--- src/design/spic_consts.vh ---
// Constants for the serial port interrupt clear block
`ifndef SPIC_CONSTS_VH
`define SPIC_CONSTS_VH

// Register byte addresses
`define SPIC_ADDR_RAW_STATUS    12'h000
`define SPIC_ADDR_MASK          12'h004
`define SPIC_ADDR_MASKED_STATUS 12'h008
`define SPIC_ADDR_INT_CLEAR     12'h00C

// Widths
`define SPIC_NSRC               11
`define SPIC_AW                 12
`define SPIC_DW                 32
`define SPIC_PAD_W              21

// Source bit positions in every interrupt register
`define SPIC_BIT_OVERRUN        10
`define SPIC_BIT_BREAK          9
`define SPIC_BIT_PARITY         8
`define SPIC_BIT_FRAMING        7
`define SPIC_BIT_RX_TIMEOUT     6
`define SPIC_BIT_TRANSMIT       5
`define SPIC_BIT_RECEIVE        4
`define SPIC_BIT_DSR            3
`define SPIC_BIT_DCD            2
`define SPIC_BIT_CTS            1
`define SPIC_BIT_RI             0

// Reset values
`define SPIC_RST_STATUS         11'h000
`define SPIC_RST_MASK           11'h000
`define SPIC_RST_DATA           32'h0000_0000
`define SPIC_PAD_ZERO           21'h00_0000

`endif

--- src/design/spic_top.v ---
// Interrupt status, mask and write-only clear register of a serial port
//
// Added by the designer: register access over APB and the placing of the registers.
`timescale 1ns/100ps
`include "spic_consts.vh"

module spic_top (
   // APB
   input  wire                      pclk,
   input  wire                      presetn,
   input  wire                      psel,
   input  wire                      penable,
   input  wire                      pwrite,
   input  wire [`SPIC_AW-1:0]       paddr,
   input  wire [`SPIC_DW-1:0]       pwdata,
   output wire                      pready,
   output wire                      pslverr,
   output wire [`SPIC_DW-1:0]       prdata,
   // Interrupt sources from the port, one-cycle pulses
   input  wire [`SPIC_NSRC-1:0]     src_event,
   // Clear strobes, masked status and combined interrupt
   output wire [`SPIC_NSRC-1:0]     clear_strobe,
   output wire [`SPIC_NSRC-1:0]     masked_status,
   output wire                      uart_irq
);

   // Registered state; rdata_d is the combinational read mux
   reg  [`SPIC_NSRC-1:0] raw_q;
   reg  [`SPIC_NSRC-1:0] mask_q;
   reg  [`SPIC_NSRC-1:0] clr_q;
   reg  [`SPIC_DW-1:0]   rdata_q;
   reg                   err_q;
   reg  [`SPIC_DW-1:0]   rdata_d;

   // Bus phase decode
   wire                  setup;
   wire                  access;
   wire                  wr_access;
   wire                  hit;

   // Register selects and write enables
   wire                  sel_raw;
   wire                  sel_mask;
   wire                  sel_mstat;
   wire                  sel_clear;
   wire                  mask_wr;
   wire                  clear_wr;

   // Per-field clear requests
   wire                  overrun_clear;
   wire                  break_clear;
   wire                  parity_error_clear;
   wire                  framing_error_clear;
   wire                  receive_timeout_clear;
   wire                  transmit_irq_clear;
   wire                  receive_irq_clear;
   wire                  data_set_ready_clear;
   wire                  carrier_detect_clear;
   wire                  clear_to_send_clear;
   wire                  ring_indicator_clear;
   wire [`SPIC_NSRC-1:0] clr_d;

   // Masked status and read words
   wire [`SPIC_NSRC-1:0] mstat;
   wire [`SPIC_DW-1:0]   rd_raw;
   wire [`SPIC_DW-1:0]   rd_mask;
   wire [`SPIC_DW-1:0]   rd_mstat;
   wire [`SPIC_DW-1:0]   rd_clear;

   // Zero wait states; address is judged in the setup cycle
   // Limitation: the port can never stall a transfer
   assign setup     = psel & ~penable;
   assign access    = psel & penable;
   assign wr_access = access & pwrite;
   assign pready    = 1'b1;
   assign pslverr   = access & err_q;
   assign prdata    = rdata_q;

   // Address decode
   assign sel_raw   = (paddr == `SPIC_ADDR_RAW_STATUS);
   assign sel_mask  = (paddr == `SPIC_ADDR_MASK);
   assign sel_mstat = (paddr == `SPIC_ADDR_MASKED_STATUS);
   assign sel_clear = (paddr == `SPIC_ADDR_INT_CLEAR);
   assign hit       = sel_raw |
                      sel_mask |
                      sel_mstat |
                      sel_clear;

   // Writes to the read-only status words are dropped quietly
   assign mask_wr   = wr_access & sel_mask;
   assign clear_wr  = wr_access & sel_clear;

   // Only bits 10..0 decode; whatever software puts in 31..11 is dropped
   assign overrun_clear         = clear_wr & pwdata[`SPIC_BIT_OVERRUN];
   assign break_clear           = clear_wr & pwdata[`SPIC_BIT_BREAK];
   assign parity_error_clear    = clear_wr & pwdata[`SPIC_BIT_PARITY];
   assign framing_error_clear   = clear_wr & pwdata[`SPIC_BIT_FRAMING];
   assign receive_timeout_clear = clear_wr & pwdata[`SPIC_BIT_RX_TIMEOUT];
   assign transmit_irq_clear    = clear_wr & pwdata[`SPIC_BIT_TRANSMIT];
   assign receive_irq_clear     = clear_wr & pwdata[`SPIC_BIT_RECEIVE];
   assign data_set_ready_clear  = clear_wr & pwdata[`SPIC_BIT_DSR];
   assign carrier_detect_clear  = clear_wr & pwdata[`SPIC_BIT_DCD];
   assign clear_to_send_clear   = clear_wr & pwdata[`SPIC_BIT_CTS];
   assign ring_indicator_clear  = clear_wr & pwdata[`SPIC_BIT_RI];

   // A zero bit leaves its strobe low, so that source keeps its state
   assign clr_d[`SPIC_BIT_OVERRUN]    = overrun_clear;
   assign clr_d[`SPIC_BIT_BREAK]      = break_clear;
   assign clr_d[`SPIC_BIT_PARITY]     = parity_error_clear;
   assign clr_d[`SPIC_BIT_FRAMING]    = framing_error_clear;
   assign clr_d[`SPIC_BIT_RX_TIMEOUT] = receive_timeout_clear;
   assign clr_d[`SPIC_BIT_TRANSMIT]   = transmit_irq_clear;
   assign clr_d[`SPIC_BIT_RECEIVE]    = receive_irq_clear;
   assign clr_d[`SPIC_BIT_DSR]        = data_set_ready_clear;
   assign clr_d[`SPIC_BIT_DCD]        = carrier_detect_clear;
   assign clr_d[`SPIC_BIT_CTS]        = clear_to_send_clear;
   assign clr_d[`SPIC_BIT_RI]         = ring_indicator_clear;

   // Combined interrupt sees only enabled sources
   assign mstat         = raw_q & mask_q;
   assign masked_status = mstat;
   assign clear_strobe  = clr_q;
   assign uart_irq      = |mstat;

   // Upper bits of every read word are zero
   assign rd_raw   = {`SPIC_PAD_ZERO, raw_q};
   assign rd_mask  = {`SPIC_PAD_ZERO, mask_q};
   assign rd_mstat = {`SPIC_PAD_ZERO, mstat};
   assign rd_clear = `SPIC_RST_DATA;

   // Sticky status per source; a new event beats a clear in the same cycle
   genvar i;
   generate
      for (i = 0; i < `SPIC_NSRC; i = i + 1) begin : g_src
         wire set_now;
         wire clr_now;

         // Priority made explicit so an event is never lost to a clear
         assign set_now = src_event[i];
         assign clr_now = clr_d[i] & ~set_now;

         always @(posedge pclk or negedge presetn) begin
            if (!presetn) begin
               raw_q[i] <= 1'b0;
            end else if (set_now) begin
               raw_q[i] <= 1'b1;
            end else if (clr_now) begin
               raw_q[i] <= 1'b0;
            end
         end

         // One-cycle strobe towards the port's status logic
         always @(posedge pclk or negedge presetn) begin
            if (!presetn) begin
               clr_q[i] <= 1'b0;
            end else begin
               clr_q[i] <= clr_d[i];
            end
         end
      end
   endgenerate

   // Mask: a one lets its source reach the combined interrupt
   always @(posedge pclk or negedge presetn) begin
      if (!presetn) begin
         mask_q <= `SPIC_RST_MASK;
      end else if (mask_wr) begin
         mask_q <= pwdata[`SPIC_NSRC-1:0];
      end
   end

   // Clear register has no readable state
   always @* begin
      rdata_d = `SPIC_RST_DATA;
      case (paddr)
         `SPIC_ADDR_RAW_STATUS: begin
            rdata_d = rd_raw;
         end
         `SPIC_ADDR_MASK: begin
            rdata_d = rd_mask;
         end
         `SPIC_ADDR_MASKED_STATUS: begin
            rdata_d = rd_mstat;
         end
         `SPIC_ADDR_INT_CLEAR: begin
            rdata_d = rd_clear;
         end
         default: begin
            rdata_d = `SPIC_RST_DATA;
         end
      endcase
   end

   // Read data captured in setup so it comes from a flop in access;
   // a write loads zero so a stale read word never lingers
   always @(posedge pclk or negedge presetn) begin
      if (!presetn) begin
         rdata_q <= `SPIC_RST_DATA;
      end else if (setup) begin
         if (pwrite) begin
            rdata_q <= `SPIC_RST_DATA;
         end else begin
            rdata_q <= rdata_d;
         end
      end
   end

   // Unmapped addresses are answered with an error in the access phase
   always @(posedge pclk or negedge presetn) begin
      if (!presetn) begin
         err_q <= 1'b0;
      end else if (setup) begin
         err_q <= ~hit;
      end
   end

endmodule // spic_top

--- config.mk ---
export PLATFORM = sky130hd
export DESIGN_NAME = spic_top
export DESIGN_NICKNAME = d
export VERILOG_FILES = /design/src/design/spic_top.v
export VERILOG_INCLUDE_DIRS = /design/src /design/src/design
export SDC_FILE = /design/constraint.sdc
export NUM_CORES = 1
export LEC_CHECK = 0
export BUFFER_PORTS_ARGS = -buffer_cell sky130_fd_sc_hd__buf_2
export CORE_UTILIZATION = 40
export CTS_CLUSTER_SIZE = 40
export DETAILED_ROUTE_END_ITERATION = 10
export PLACE_DENSITY = 0.72
export RECOVER_POWER = 25
export SLEW_MARGIN = 20
export SYNTH_ARGS = -nofsm -noshare
export SYNTH_HDL_FRONTEND = slang
export SYNTH_SLANG_ARGS = --single-unit
--- constraint.sdc ---
create_clock -name pclk -period 3.65 [get_ports pclk]
set_input_delay 0.365 -clock pclk [delete_from_list [all_inputs] [get_ports pclk]]
set_output_delay 0.365 -clock pclk [all_outputs]
set_load 0.02 [all_outputs]
==> results.yml <==
run_status:
  outcome: "finished with violations"
  failing_checks: "max-capacitance violations, max-slew violations"
layout:
  postLayoutCellArea_mm2: 0.002586
  areaGrowthSynthToFinish_pct: 21.09
  share_of_post_route_cells_with_drive_strength_above_1: 0.3404
  insertedDiodeCount: 0
  layout_common_cells: "sky130_fd_sc_hd__buf_2 (72), sky130_fd_sc_hd__dfrtp_1 (45), sky130_fd_sc_hd__conb_1 (22)"
  fillerInstances: 521
  post-route-util: 0.5032
  finalNetCount: 344
  final_cell_count_no_fill: 355
  layout_commonest_cell: "sky130_fd_sc_hd__buf_2"
power_and_ir_drop:
  switching_share_of_power: 0.2537
  power.density_cell_area_mw_per_mm2: 342.0
  switching_power_mw: 0.2244
  pwr-share-clk: 0.334
  finalPower_mw: 0.8844
  peakVddDrop_mv: 0.1867
  p_leak_nw: 1.445
  p_seq_frac: 0.566
  internal_pwr_total_mw: 0.6601
  comb_power_share: 0.101
worst_hold_path:
  hp-start: "src_event[0]"
  min_delay_worst_endpoint: "raw_q[0]"
  worst_hold_path.num_cells: 2
  hp-class: "input pin to flip-flop"
detailed_routing:
  avgViaCountPerCell: 4.808
  num_vias: 1707
  drc: 0
  post_drt_wl_per_cell_um: 14.14
  drt-pass1-iter-count: 4
  violation_count_after_the_first_detailed_route_iteration: 88
  drt_wl_total_mm: 5.020
  drtAntennaViolNets: 0
sta:
  setup_viol: 0
  slew_viol_final: 35
  post-route-worst-setup-slack_ns: 0.9139
  fin_crit_ns: 2.736
  clock.fmax_mhz: 365.5
  maxSlewHeadroom: -0.2082
  min_period_over_period: 0.7496
  worstMarginPinSlew_ns: 1.812
  skew_ns: 0.004954
  fin_hold_ws_ns: 0.2592
  timing.setup.tns_ns: 0
  rsz0062_at_grt: "false"
  hold_viol: 0
global_routing:
  number_of_global_route_vias_before_repair: 1617
  grtUsageTotal: 0.1914
  grt.overflow.total: 0
  largest_net_degree_at_the_start_of_global_routing: 46
  antenna_found_initial: 0
  global_route_wire_length_before_repair_mm: 7.817
place:
  pre_cts_slack_ns: 1.256
  detailed_place.area_mm2: 0.002491
  placedCellCount: 345
  dpl.hpwl_mm: 3.703
  gpl.final_weighted_congestion: 0.7878
  numPortBuffers: 73
critical_path:
  reg2reg_setup_slack_ns: 2.59
  criticalPathCategory: "flip-flop to output port"
  timing.critical_path.cells: "and2_4 > or4_1 > nor4_1 > or4b_1 > buf_2"
  slowest_stage: "sky130_fd_sc_hd__or4_1"
  critical_path.max_fanout: 4
  max_stage_delay_ns: 0.53
  cell_family_contributing_the_most_delay_on_the_critical_path: "simple AND/OR/NAND/NOR gates"
  critPathArrivalTime_ns: 2.37
  end_kind: "output port"
  timing.critical_path.from_type: "flip-flop"
  data_required_time_of_the_worst_path_ns: 3.28
  r2r_end: "prdata[9]"
  crit-reg2reg-launch: "mask_q[9]"
  reg2regPathDepth: 3
  crit_buf_inv: 1
logic_synthesis:
  synth_warnings: 0
  synth_cell_types: 26
  synthesis.area_mm2: 0.002136
  synth_area_per_cell_um2: 10.22
  ys_seq_area_frac: 0.5272
  ys_ff_latch: 45
  netlist_instances: 209
floorplanning:
  initial_utilization: 0.4155
  io_pins: 117
  die_area_mm2: 0.005636
  core-area_mm2: 0.005140
  std_cell_rows: 26
  die_height_um: 75.07
  die_width_um: 75.07
cts:
  numCtsBuffers: 5
  cts_tree: "built"
  htreeDepth: 2
  clock_tree_root_driver_cell: "sky130_fd_sc_hd__clkbuf_8"
  cts.clk_slew.worst_paths_ns: 0.08
  clock_tree.buffer_depth: 2
  cts_num_sinks: 45
  insertion_delay_to_the_later_sink_of_the_worst_skew_pair_ns: 0.29
flow_run:
  maxCapViolCount: 1
-- cell usage after synthesis, drive strengths merged --
cell    instances  share of area
a211oi          1         0.0035
a22oi           8          0.028
a32oi           3          0.012
and2           11          0.033
and3            1         0.0029
buf            25          0.084
clkbuf          6          0.011
conb            2         0.0035
dfrtp          45           0.53
inv            12          0.021
mux2           11          0.058
nand2          13          0.023
nand2b          5          0.015
nand3          11          0.026
nand4           2         0.0059
nor2            3         0.0053
nor3           12          0.028
nor4            3         0.0088
nor4b           1         0.0070
o21ai          20          0.047
o21bai         11          0.039
or2             1         0.0029
or4             1         0.0035
or4b            1         0.0047
-- layer usage --
metal  routed length [um]  track usage  vias to the layer above
met4                   42      0.06080                        0
met5                    0            0                        -
met1                 2261       0.2552                      817
met2                 2443       0.3093                       54
met3                  273      0.04552                        7
li1                     -            -                      829
-- logic make-up after synthesis --
group,after synthesis,share of synthesized area
AO/OA/AOI/OAI,43,0.1295
AND/OR/NAND/NOR,65,0.1658
other,2,0.003516
buffers and inverters,43,0.1160
flip-flops,45,0.5272
multiplexers,11,0.05800
-- power groups by stage --
stage               Sequential, mW  Clock (mW)  Combinational (mW)
global route                 0.500       0.319               0.101
CTS                          0.500       0.300              0.0886
finish                       0.500       0.295              0.0892
floorplan                    0.510           0              0.0645
global placement             0.510           0              0.0873
detailed placement           0.510           0              0.0882
-- cell type report --
type	instances	area [um^2]	share of cell area
sequential	45	1126	0.4354
clock buffer	6	72.57	0.02806
timing repair buffer	79	407.9	0.1577
tap	70	87.58	0.03387
inverter	12	45.04	0.01742
clock inverter	2	10.01	0.003870
multi-input combinational	141	837.1	0.3237
-- registers in the layout, indices dropped and copies added, names as in the netlist --
| signal | flops |
|---|---|
| prdata | 11 |
| mask_q | 11 |
| raw_q | 11 |
| clear_strobe | 11 |
| err_q | 1 |
-- worst max-delay path by stage --
stage / to / cells past startpoint / slack [ns] / startpoint
2_1_floorplan: uart_irq / 4 / 1.43 / raw_q[0]
3_3_place_gp: uart_irq / 5 / 1.24 / mask_q[10]
3_5_place_dp: uart_irq / 5 / 1.26 / mask_q[10]
4_1_cts: uart_irq / 5 / 0.93 / mask_q[10]
5_1_grt: raw_q[10] / 3 / 0.51 / presetn
6_report: uart_irq / 5 / 0.91 / mask_q[10]
-- what timing repair did --
| item | 4_1_cts | 5_1_grt |
|---|---|---|
| hold buffers | 0 | 1 |
| setup buffers | 0 | 0 |
| resized for setup | 0 | 0 |
| endpoints found under the hold margin | 0 | 11 |
(Power assumes the default switching activity.)
